--- src/rtl/cfglc_pkg.sv ---
// Package for the configurable logic cell: register map, field layout,
// reset values, source pool layout and the function codes.
// Assumes a 32-bit AXI4-Lite register bus with byte addresses.
package cfglc_pkg;

    // ==========================================================
    // Register map
    localparam int           ADDR_W        = 8;
    localparam logic [7:0]   ADDR_CTRL_LOW  = 8'h00;
    localparam logic [7:0]   ADDR_CTRL_HIGH = 8'h04;
    localparam logic [7:0]   ADDR_MUX_SEL   = 8'h08;
    localparam logic [7:0]   ADDR_GATE_LOW  = 8'h0C;
    localparam logic [7:0]   ADDR_GATE_HIGH = 8'h10;
    localparam logic [15:0]  REG_RST        = 16'h0000;

    // ==========================================================
    // Field positions and writable masks
    localparam int           EN_BIT        = 15;
    localparam int           RISE_IRQ_BIT  = 11;
    localparam int           FALL_IRQ_BIT  = 10;
    localparam int           PIN_OE_BIT    = 7;
    localparam int           STATUS_BIT    = 6;
    localparam int           INVERT_BIT    = 5;
    localparam int           MODE_LSB      = 0;
    localparam int           MUX_SEL_W     = 4;
    localparam logic [15:0]  CTRL_LOW_MASK  = 16'h8CA7;
    localparam logic [15:0]  CTRL_HIGH_MASK = 16'h000F;
    localparam logic [15:0]  MUX_SEL_MASK   = 16'h7777;
    localparam logic [15:0]  GATE_MASK      = 16'hFFFF;

    // ==========================================================
    // Source pool: 8 inputs per multiplexer, 32 in total
    localparam int           N_MUX         = 4;
    localparam int           N_SRC         = 8;
    // Code that carries the external pin for each multiplexer
    localparam logic [2:0]   PIN_SLOT [N_MUX] = '{3'h0, 3'h0, 3'h0, 3'h5};
    // Reserved codes read as a constant zero source
    localparam logic [7:0]   RSVD_MASK [N_MUX] = '{8'h20, 8'h32, 8'h00, 8'h10};

    localparam logic [1:0]   RESP_OKAY     = 2'h0;
    localparam logic [1:0]   RESP_SLVERR   = 2'h2;

    // ==========================================================
    // Function codes
    typedef enum logic [2:0] {
        MODE_AND_OR  = 3'h0,
        MODE_OR_XOR  = 3'h1,
        MODE_AND4    = 3'h2,
        MODE_SR      = 3'h3,
        MODE_DFF_SR  = 3'h4,
        MODE_DFF2_R  = 3'h5,
        MODE_JK_R    = 3'h6,
        MODE_LATCH   = 3'h7
    } cfglc_mode_t;

    // Control fields decoded from the low control register
    typedef struct packed {
        logic        en;
        logic        rise_irq;
        logic        fall_irq;
        logic        pin_oe;
        logic        invert;
        cfglc_mode_t mode;
    } cfglc_ctrl_t;

endpackage

--- src/rtl/cfglc_top.sv ---
// Configurable logic cell with an AXI4-Lite register slave.
// Assumes pins arrive asynchronously; on-chip sources share CLK_SYS.
// Operation
// Enable combines inputs through the function; disabled output is zero
// Rising-edge enable requests an interrupt when output goes low to high
// Falling-edge enable requests an interrupt when output goes high to low
// Result drives the port pin only while pin output enable is set
// Read-only status bit shows current cell output level
// Output invert bit inverts the function result
// Codes 000, 001, 010 give AND-OR, OR-XOR, four-input AND
// Codes 011, 100, 101 give SR latch, D flip-flop S/R, two-input D
// Code 110 gives JK with reset, 111 a transparent latch with S/R
// Four gates fed from 32 signals through four selection multiplexers
// Each mux gives true and inverted copies; gates OR enabled ones
// Gate with nothing enabled feeds constant set by its invert bit
// Each gate invert bit inverts that gate before the function
// First mux: pin A, instr clock, cell 3, RC clock, ref clock, timers
// Second mux: pin B, comparator 1, serial transmit, timer compares
// Third mux: pin C, cell 1, comparator 2, SPI out, receive, cell 4
// Fourth mux: PWM event, cell 2, comparator 3, SPI in, pin D, timers
// Software uses SPI sources only when SPI goes through pin select
// Unimplemented bits ignore writes and read zero
// All implemented control bits clear to zero at reset
// Separate true and negated enables admit each mux into each gate
// Edge detect and sequential modes run on system clock; disable clears
// Sequential modes: gate 1 clock, 2 data, 3 reset, 4 set; logic uses this layout only for codes 100 and 111 (gate 1 as latch enable)
module cfglc_top
    import cfglc_pkg::*;
(
    input  wire  logic                CLK_SYS,      // System clock, 200 MHz
    input  wire  logic                SYS_RST,      // Async reset, active high
    input  wire  logic [ADDR_W-1:0]   AWADDR,       // Write address
    input  wire  logic                AWVALID,      // Write address valid
    output logic                      AWREADY,      // Write address ready
    input  wire  logic [31:0]         WDATA,        // Write data
    input  wire  logic [3:0]          WSTRB,        // Write byte strobes
    input  wire  logic                WVALID,       // Write data valid
    output logic                      WREADY,       // Write data ready
    output logic [1:0]                BRESP,        // Write response
    output logic                      BVALID,       // Write response valid
    input  wire  logic                BREADY,       // Write response ready
    input  wire  logic [ADDR_W-1:0]   ARADDR,       // Read address
    input  wire  logic                ARVALID,      // Read address valid
    output logic                      ARREADY,      // Read address ready
    output logic [31:0]               RDATA,        // Read data
    output logic [1:0]                RRESP,        // Read response
    output logic                      RVALID,       // Read data valid
    input  wire  logic                RREADY,       // Read data ready
    input  wire  logic [31:0]         SRC_ONCHIP,   // On-chip source pool
    input  wire  logic [3:0]          PIN_IN,       // Pin inputs A..D
    output logic                      CELL_OUT,     // Cell output to peripherals
    output logic                      PIN_OUT,      // Port pin data
    output logic                      PIN_OE,       // Port pin output enable
    output logic                      IRQ_REQ       // Edge interrupt pulse
);

    // ==========================================================
    // Register storage
    logic [15:0]      ctrl_low_q;
    logic [15:0]      ctrl_high_q;
    logic [15:0]      mux_sel_q;
    logic [15:0]      gate_low_q;
    logic [15:0]      gate_high_q;
    cfglc_ctrl_t      ctrl;
    logic             cell_out_q;

    assign ctrl.en       = ctrl_low_q[EN_BIT];
    assign ctrl.rise_irq = ctrl_low_q[RISE_IRQ_BIT];
    assign ctrl.fall_irq = ctrl_low_q[FALL_IRQ_BIT];
    assign ctrl.pin_oe   = ctrl_low_q[PIN_OE_BIT];
    assign ctrl.invert   = ctrl_low_q[INVERT_BIT];
    assign ctrl.mode     = cfglc_mode_t'(ctrl_low_q[MODE_LSB+:3]);

    // ==========================================================
    // AXI4-Lite write channel
    logic             aw_hold_q;
    logic             w_hold_q;
    logic [7:0]       waddr_q;
    logic [15:0]      wdata_q;
    logic [1:0]       wstrb_q;
    logic             aw_fire;
    logic             w_fire;
    logic             do_wr;
    logic             wr_hit;

    assign aw_fire = AWVALID && AWREADY;
    assign w_fire  = WVALID && WREADY;
    // Both halves held in registers; slave takes them in either order
    assign do_wr   = aw_hold_q && w_hold_q && !BVALID;
    assign wr_hit  = (waddr_q == ADDR_CTRL_LOW) || (waddr_q == ADDR_CTRL_HIGH) ||
                     (waddr_q == ADDR_MUX_SEL) || (waddr_q == ADDR_GATE_LOW) ||
                     (waddr_q == ADDR_GATE_HIGH);

    always_ff @(posedge CLK_SYS or posedge SYS_RST) begin
        if (SYS_RST) begin
            aw_hold_q <= 1'b0;
            w_hold_q  <= 1'b0;
            waddr_q   <= 8'h00;
            wdata_q   <= 16'h0000;
            wstrb_q   <= 2'h0;
            AWREADY   <= 1'b1;
            WREADY    <= 1'b1;
            BVALID    <= 1'b0;
            BRESP     <= RESP_OKAY;
        end else begin
            if (aw_fire) begin
                aw_hold_q <= 1'b1;
                AWREADY   <= 1'b0;
                waddr_q   <= AWADDR;
            end
            if (w_fire) begin
                w_hold_q <= 1'b1;
                WREADY   <= 1'b0;
                wdata_q  <= WDATA[15:0];
                wstrb_q  <= WSTRB[1:0];
            end
            if (do_wr) begin
                aw_hold_q <= 1'b0;
                w_hold_q  <= 1'b0;
                BVALID    <= 1'b1;
                BRESP     <= wr_hit ? RESP_OKAY : RESP_SLVERR;
            end
            // Next address is accepted only after the response is gone
            if (BVALID && BREADY) begin
                BVALID  <= 1'b0;
                AWREADY <= 1'b1;
                WREADY  <= 1'b1;
            end
        end
    end

    // Merge write data into a register under strobe and implemented mask
    function automatic logic [15:0] merge(input logic [15:0] old,
                                          input logic [15:0] mask);
        logic [15:0] m;
        m = mask & {{8{wstrb_q[1]}}, {8{wstrb_q[0]}}};
        return (old & ~m) | (wdata_q & m);
    endfunction

    always_ff @(posedge CLK_SYS or posedge SYS_RST) begin
        if (SYS_RST) begin
            ctrl_low_q  <= REG_RST;
            ctrl_high_q <= REG_RST;
            mux_sel_q   <= REG_RST;
            gate_low_q  <= REG_RST;
            gate_high_q <= REG_RST;
        end else if (do_wr) begin
            // Masks keep unimplemented and status bits at zero
            case (waddr_q)
                ADDR_CTRL_LOW:  ctrl_low_q  <= merge(ctrl_low_q, CTRL_LOW_MASK);
                ADDR_CTRL_HIGH: ctrl_high_q <= merge(ctrl_high_q, CTRL_HIGH_MASK);
                ADDR_MUX_SEL:   mux_sel_q   <= merge(mux_sel_q, MUX_SEL_MASK);
                ADDR_GATE_LOW:  gate_low_q  <= merge(gate_low_q, GATE_MASK);
                ADDR_GATE_HIGH: gate_high_q <= merge(gate_high_q, GATE_MASK);
                default: ;
            endcase
        end
    end

    // ==========================================================
    // AXI4-Lite read channel
    logic [15:0]      rd_val;
    logic             rd_hit;

    always_comb begin
        rd_hit = 1'b1;
        case (ARADDR)
            ADDR_CTRL_LOW: begin
                rd_val = ctrl_low_q;
                rd_val[STATUS_BIT] = cell_out_q;
            end
            ADDR_CTRL_HIGH: rd_val = ctrl_high_q;
            ADDR_MUX_SEL:   rd_val = mux_sel_q;
            ADDR_GATE_LOW:  rd_val = gate_low_q;
            ADDR_GATE_HIGH: rd_val = gate_high_q;
            default: begin
                rd_val = 16'h0000;
                rd_hit = 1'b0;
            end
        endcase
    end

    always_ff @(posedge CLK_SYS or posedge SYS_RST) begin
        if (SYS_RST) begin
            ARREADY <= 1'b1;
            RVALID  <= 1'b0;
            RDATA   <= 32'h0000_0000;
            RRESP   <= RESP_OKAY;
        end else if (ARVALID && ARREADY) begin
            ARREADY <= 1'b0;
            RVALID  <= 1'b1;
            RDATA   <= {16'h0000, rd_val};
            RRESP   <= rd_hit ? RESP_OKAY : RESP_SLVERR;
        end else if (RVALID && RREADY) begin
            RVALID  <= 1'b0;
            ARREADY <= 1'b1;
        end
    end

    // ==========================================================
    // Pin synchroniser: a change counts once stages two and three agree
    logic [3:0]       pin_s1_q;
    logic [3:0]       pin_s2_q;
    logic [3:0]       pin_s3_q;
    logic [3:0]       pin_f_q;

    always_ff @(posedge CLK_SYS or posedge SYS_RST) begin
        if (SYS_RST) begin
            pin_s1_q <= 4'h0;
            pin_s2_q <= 4'h0;
            pin_s3_q <= 4'h0;
            pin_f_q  <= 4'h0;
        end else begin
            pin_s1_q <= PIN_IN;
            pin_s2_q <= pin_s1_q;
            pin_s3_q <= pin_s2_q;
            // Per pin, so one pin in motion never holds back another
            pin_f_q  <= (pin_f_q & (pin_s2_q ^ pin_s3_q)) | (pin_s3_q & ~(pin_s2_q ^ pin_s3_q));
        end
    end

    // ==========================================================
    // Selection multiplexers and input gates
    logic [N_MUX-1:0] mux_v;
    logic [3:0]       gate_v;
    logic [3:0]       gate_or;
    logic [7:0]       gate_sel [4];

    // OR of every true or negated mux copy enabled in this selection byte
    function automatic logic gate_sum(input logic [7:0] sel, input logic [3:0] mv);
        logic acc;
        acc = 1'b0;
        for (int m = 0; m < N_MUX; m++) begin
            acc = acc | (sel[2*m+1] & mv[m]) | (sel[2*m] & ~mv[m]);
        end
        return acc;
    endfunction

    for (genvar i = 0; i < N_MUX; i++) begin : g_mux
        logic [2:0] code;
        logic [7:0] pool;
        assign code = mux_sel_q[MUX_SEL_W*i+:3];
        // Pin slot replaced by its synchronised level, reserved codes give zero
        always_comb begin
            pool = SRC_ONCHIP[N_SRC*i+:N_SRC] & ~RSVD_MASK[i];
            pool[PIN_SLOT[i]] = pin_f_q[i];
        end
        assign mux_v[i] = pool[code];

        assign gate_sel[i] = (i < 2) ? gate_low_q[8*(i%2)+:8] : gate_high_q[8*(i%2)+:8];
        assign gate_or[i]  = gate_sum(gate_sel[i], mux_v);
        // Nothing enabled leaves the OR at zero, so the invert bit sets the level
        assign gate_v[i]   = gate_or[i] ^ ctrl_high_q[i];
    end

    // ==========================================================
    // Logic function
    logic             seq_q;
    logic             clk_prev_q;
    logic             clk_rise;
    logic             func_v;
    logic             cell_out_d;

    // Gate 1 is sampled on CLK_SYS, so its edges must be slower than half the clock
    assign clk_rise = gate_v[0] && !clk_prev_q;

    always_ff @(posedge CLK_SYS or posedge SYS_RST) begin
        if (SYS_RST) begin
            seq_q      <= 1'b0;
            clk_prev_q <= 1'b0;
        end else if (!ctrl.en) begin
            seq_q      <= 1'b0;
            // Track gate 1 while off, so enabling never sees a false clock edge
            clk_prev_q <= gate_v[0];
        end else begin
            clk_prev_q <= gate_v[0];
            case (ctrl.mode)
                MODE_SR: begin
                    if (gate_v[0] || gate_v[1]) seq_q <= 1'b1;
                    else if (gate_v[2] || gate_v[3]) seq_q <= 1'b0;
                end
                MODE_DFF_SR: begin
                    if (gate_v[2]) seq_q <= 1'b0;
                    else if (gate_v[3]) seq_q <= 1'b1;
                    else if (clk_rise) seq_q <= gate_v[1];
                end
                MODE_DFF2_R: begin
                    if (gate_v[2]) seq_q <= 1'b0;
                    else if (clk_rise) seq_q <= gate_v[1] & gate_v[3];
                end
                MODE_JK_R: begin
                    if (gate_v[2]) seq_q <= 1'b0;
                    else if (clk_rise) seq_q <= (gate_v[1] & ~seq_q) | (~gate_v[3] & seq_q);
                end
                MODE_LATCH: begin
                    if (gate_v[2]) seq_q <= 1'b0;
                    else if (gate_v[3]) seq_q <= 1'b1;
                    else if (gate_v[0]) seq_q <= gate_v[1];
                end
                default: seq_q <= 1'b0;
            endcase
        end
    end

    always_comb begin
        case (ctrl.mode)
            MODE_AND_OR: func_v = (gate_v[0] & gate_v[1]) | (gate_v[2] & gate_v[3]);
            MODE_OR_XOR: func_v = (gate_v[0] | gate_v[1]) ^ (gate_v[2] | gate_v[3]);
            MODE_AND4:   func_v = &gate_v;
            default:     func_v = seq_q;
        endcase
        cell_out_d = ctrl.en ? (func_v ^ ctrl.invert) : 1'b0;
    end

    // ==========================================================
    // Output, pin path and edge interrupts
    always_ff @(posedge CLK_SYS or posedge SYS_RST) begin
        if (SYS_RST) begin
            cell_out_q <= 1'b0;
            CELL_OUT   <= 1'b0;
            PIN_OUT    <= 1'b0;
            PIN_OE     <= 1'b0;
            IRQ_REQ    <= 1'b0;
        end else begin
            cell_out_q <= cell_out_d;
            CELL_OUT   <= cell_out_d;
            PIN_OUT    <= cell_out_d & ctrl.pin_oe;
            PIN_OE     <= ctrl.pin_oe;
            IRQ_REQ    <= (ctrl.rise_irq & cell_out_d & ~cell_out_q) |
                          (ctrl.fall_irq & ~cell_out_d & cell_out_q);
        end
    end

    // ==========================================================
    // Assertions
    disabled_out_zero_a: assert property (@(posedge CLK_SYS) disable iff (SYS_RST)
        !ctrl.en |=> !cell_out_q && !CELL_OUT)
        else $error("cell output not zero while disabled");

    rise_irq_pulse_a: assert property (@(posedge CLK_SYS) disable iff (SYS_RST)
        ($rose(cell_out_q) && $past(ctrl.rise_irq)) |-> IRQ_REQ)
        else $error("rising edge gave no interrupt request");

    fall_irq_pulse_a: assert property (@(posedge CLK_SYS) disable iff (SYS_RST)
        ($fell(cell_out_q) && $past(ctrl.fall_irq)) |-> IRQ_REQ)
        else $error("falling edge gave no interrupt request");

    pin_path_gate_a: assert property (@(posedge CLK_SYS) disable iff (SYS_RST)
        !ctrl.pin_oe |=> !PIN_OE && !PIN_OUT)
        else $error("pin driven without output enable");

    status_read_a: assert property (@(posedge CLK_SYS) disable iff (SYS_RST)
        (ARVALID && ARREADY && ARADDR == ADDR_CTRL_LOW)
        |=> RVALID && RDATA[STATUS_BIT] == $past(cell_out_q))
        else $error("status bit does not show cell output");

    invert_and4_a: assert property (@(posedge CLK_SYS) disable iff (SYS_RST)
        (ctrl.en && ctrl.mode == MODE_AND4) |=> cell_out_q == $past((&gate_v) ^ ctrl.invert))
        else $error("output invert not applied to function");

    and_or_func_a: assert property (@(posedge CLK_SYS) disable iff (SYS_RST)
        (ctrl.en && !ctrl.invert && ctrl.mode == MODE_AND_OR)
        |=> cell_out_q == $past((gate_v[0] & gate_v[1]) | (gate_v[2] & gate_v[3])))
        else $error("AND-OR function wrong");

    empty_gate_level_a: assert property (@(posedge CLK_SYS) disable iff (SYS_RST)
        (gate_low_q[7:0] == 8'h00) |-> gate_v[0] == ctrl_high_q[0])
        else $error("empty gate does not follow invert bit");

    unimpl_zero_a: assert property (@(posedge CLK_SYS) disable iff (SYS_RST)
        (ARVALID && ARREADY && ARADDR == ADDR_MUX_SEL) |=> RDATA[31:0] == {16'h0000,
        $past(mux_sel_q) & MUX_SEL_MASK})
        else $error("unimplemented select bits read nonzero");

    seq_clear_a: assert property (@(posedge CLK_SYS) disable iff (SYS_RST)
        (!ctrl.en ##1 !ctrl.en) |-> !seq_q && clk_prev_q == $past(gate_v[0]))
        else $error("sequential state not cleared while disabled");

endmodule // cfglc_top

--- config.mk ---
export PLATFORM = sky130hd
export DESIGN_NAME = cfglc_top
export DESIGN_NICKNAME = d
export VERILOG_FILES = /design/src/rtl/cfglc_pkg.sv /design/src/rtl/cfglc_top.sv
export SDC_FILE = /design/constraint.sdc
export NUM_CORES = 1
export LEC_CHECK = 0
export ABC_AREA = 1
export CAP_MARGIN = 20
export CORE_AREA = 4 4 156 143
export CTS_CLUSTER_SIZE = 10
export DETAILED_ROUTE_END_ITERATION = 8
export DIE_AREA = 0 0 160 147
export DONT_BUFFER_PORTS = 1
export PLACE_DENSITY = 0.55
export SLEW_MARGIN = 20
export SYNTH_ARGS = -nofsm -noshare
export SYNTH_HDL_FRONTEND = slang
export SYNTH_SLANG_ARGS = --single-unit
--- constraint.sdc ---
create_clock -name CLK_SYS -period 11.2 [get_ports CLK_SYS]
set_input_delay 2.8 -clock CLK_SYS [delete_from_list [all_inputs] [get_ports CLK_SYS]]
set_output_delay 2.8 -clock CLK_SYS [all_outputs]
set_load 0.005 [all_outputs]
==> qor.yml <==
cts:
  tritoncts: "yes"
  cts_root_buffer: "clkbuf_16"
  post-cts-setup-buffer-count: 0
  cts_hold_buf: 0
  clk_latency_ns: 0.42
  cts_htree_levels: 4
  clk_pin_slew_ns: 0.06
  cts.sinks: 129
  clockBufferDepth: 2
  post_cts_resized: 0
  cts_buffers: 17
sta:
  drv_slew: 0
  hold_viol: 0
  slew_headroom: 0.425
  clock_skew_ns: 0.00849
  setup_viol: 0
  worst_slack_ns: 6.55
  holdWs_ns: 0.346
  fin_crit_ns: 4.65
  rsz0062_at_grt: "false"
  setup-tns-final_ns: 0
  max_clock_freq_ghz: 0.215
  tightest_slew_ns: 0.862
  period_share: 0.415
setup_path:
  reg2reg_slack_ns: 8.40
  path_max_fanout: 5
  cp-end-kind: "flip-flop"
  cp_cell_sequence: "nand2_1 > nand2_1 > nand3_1 > nand2_1 > nand2_1 > nand2_1 > nor2_2 > nand3_1 > nand2_2 > inv_2 > nor2_1 > ha_1 > a21oi_1 > nand3_2 > nand3_1 > nand3_2 > nand2_1 > nand2_1"
  cp_num_buf_inv: 1
  critPathSlowestCell: "ha_1"
  worstSetupPathType: "input pin to flip-flop"
  arrival_ns: 4.94
  critical-path-top-cell-by-count: "nand2_1"
  startpoint_type: "input pin"
  critical-path-top-delay-family: "simple AND/OR/NAND/NOR gates"
  crit_path_max_incr_delay_ns: 0.26
  critPathRequiredTime_ns: 11.50
synth:
  postSynthAreaPerCell_um2: 8.16
  yosys_warnings: 0
  synthDistinctLibCells: 34
  yosysMostFrequentCell: "nand2_1"
  synth-seq-area-share: 0.530
  synth_largest_area_cell: "dfrtp_1"
  async_flop_share: 1.00
  ys_top_cells_by_count: "nand2_1, dfrtp_1, o21ai_0, inv_1, nand3_1"
  synthFlopType: "dfrtp_1"
  synth_top_cell_area_share: 0.517
  syn_inst: 748
  synth_area_mm2: 0.00610
  ys_ff_latch: 129
  synth_edf_count: 0
  synthTopCellsByArea: "dfrtp_1, nand2_1, o21ai_0"
finish:
  diodes: 0
  final_area_mm2: 0.00687
  finish.utilization: 0.333
  syn_to_final_growth_pct: 12.7
  nets: 851
  layout.cells.non_filler: 1028
  final.fill_count: 2156
  drive_gt1_frac: 0.102
floorplan:
  core_area_mm2: 0.0206
  io_pins: 140
  start_util: 0.296
  die_h_um: 147
  rows: 50
  die_x_um: 160
  dieArea_mm2: 0.0235
routing:
  viasPerCell: 4.58
  drt-initial-drc-count: 361
  wl_per_cell_um: 15.5
  firstDrtPassIters: 5
  vias: 4711
  routed_wl_mm: 15.9
  drc_errors: 0
  ant_nets: 0
placement:
  dp_hpwl_mm: 11.9
  place_congestion: 0.878
  place_ws_ns: 6.13
  dpl_cell_area_mm2: 0.00633
  portBuffers: 0
  dp.cells: 996
pwr:
  p_per_area_mw_per_mm2: 224
  fin_total_pwr_mw: 1.54
  vdd_drop_max_v: 0.000126
  p_leak_nw: 3.29
global_routing:
  grt_use_total: 0.139
  grt-ovfl-total: 0
  grt_antenna_before_repair: 0
  grt_pass1_vias: 4493
  grt_max_degree: 69
  grt_pass1_wl_mm: 25.5
outcome:
  status: "completed"
flow_run:
  maxCapViolCount: 0
min_path:
  hp-class: "flip-flop to flip-flop"
[power breakdown]
group / internal (mW) / leakage (nW) / switching [mW]
Combinational: 0.110 / 1.35 / 0.256
Clock: 0.290 / 0.252 / 0.218
Sequential: 0.578 / 1.69 / 0.0863
Total: 0.978 / 3.29 / 0.560
[worst register-to-register path: cells and delay by family, from the launching register on]
kind            cells  cell delay [ns]
compound gates      1             0.18
fa+ha+maj           1             0.26
buf+inv             2             0.12
flops               1             0.45
simple gates       15             1.67
[per-layer routing]
| layer | routed length, um | GRT usage | up-vias |
|---|---|---|---|
| met4 | 226 | 0.0434 | 0 |
| met2 | 6140 | 0.184 | 173 |
| met5 | 0 | 0 | - |
| met3 | 1360 | 0.0494 | 16 |
| li1 | - | - | 2381 |
| met1 | 8160 | 0.210 | 2141 |
[final timing paths]
| path | from | endpoint | depth (start not counted) |
|---|---|---|---|
| max in group asynchronous | SYS_RST | async pin | 3 |
| worst max register to register | flip-flop | IRQ_REQ | 19 |
| min in group asynchronous | SYS_RST | pin_s1_q[1] | 1 |
| worst max-delay path | SRC_ONCHIP[15] | IRQ_REQ | 18 |
| worst min register to register | pin_s1_q[3] | pin_s2_q[3] | 0 |
| worst min-delay path | pin_s1_q[3] | pin_s2_q[3] | 0 |
[placed cells by master, fill, tap and decap left out, types with 5 or more instances in the layout]
cell type / netlist / routed
a21oi_1: 12 / 12
a221oi_1: 6 / 6
clkbuf_16: 0 / 17
clkinvlp_4: 0 / 6
conb_1: 1 / 18
dfrtp_1: 126 / 126
inv_1: 85 / 84
inv_2: 7 / 7
nand2_1: 242 / 242
nand2_2: 13 / 13
nand3_1: 50 / 50
nand3_2: 10 / 10
nor2_1: 29 / 29
o21ai_0: 90 / 90
o21ai_1: 5 / 5
[kinds of logic (layout without fill, tap and decap cells)]
family | Yosys count | count (layout) | share of synthesized area
AOI/OAI and AO/OA | 123 | 123 | 0.109
adders and majority gates | 5 | 5 | 0.00861
buffers and inverters | 127 | 130 | 0.0892
and+or+nand+nor | 363 | 363 | 0.263
other | 1 | 18 | 0.000615
DFF | 129 | 129 | 0.530
[area by class of cell]
class | instances | area [um^2] | area share
inverters | 95 | 359 | 0.0522
well taps | 260 | 325 | 0.0473
clock buffers | 18 | 439 | 0.0639
clock inverters | 14 | 108 | 0.0157
repair buffers | 3 | 22.5 | 0.00328
multi-input cells | 509 | 2390 | 0.347
flip-flops and latches | 129 | 3230 | 0.470
Note: power is estimated with default switching activity, not from simulation.
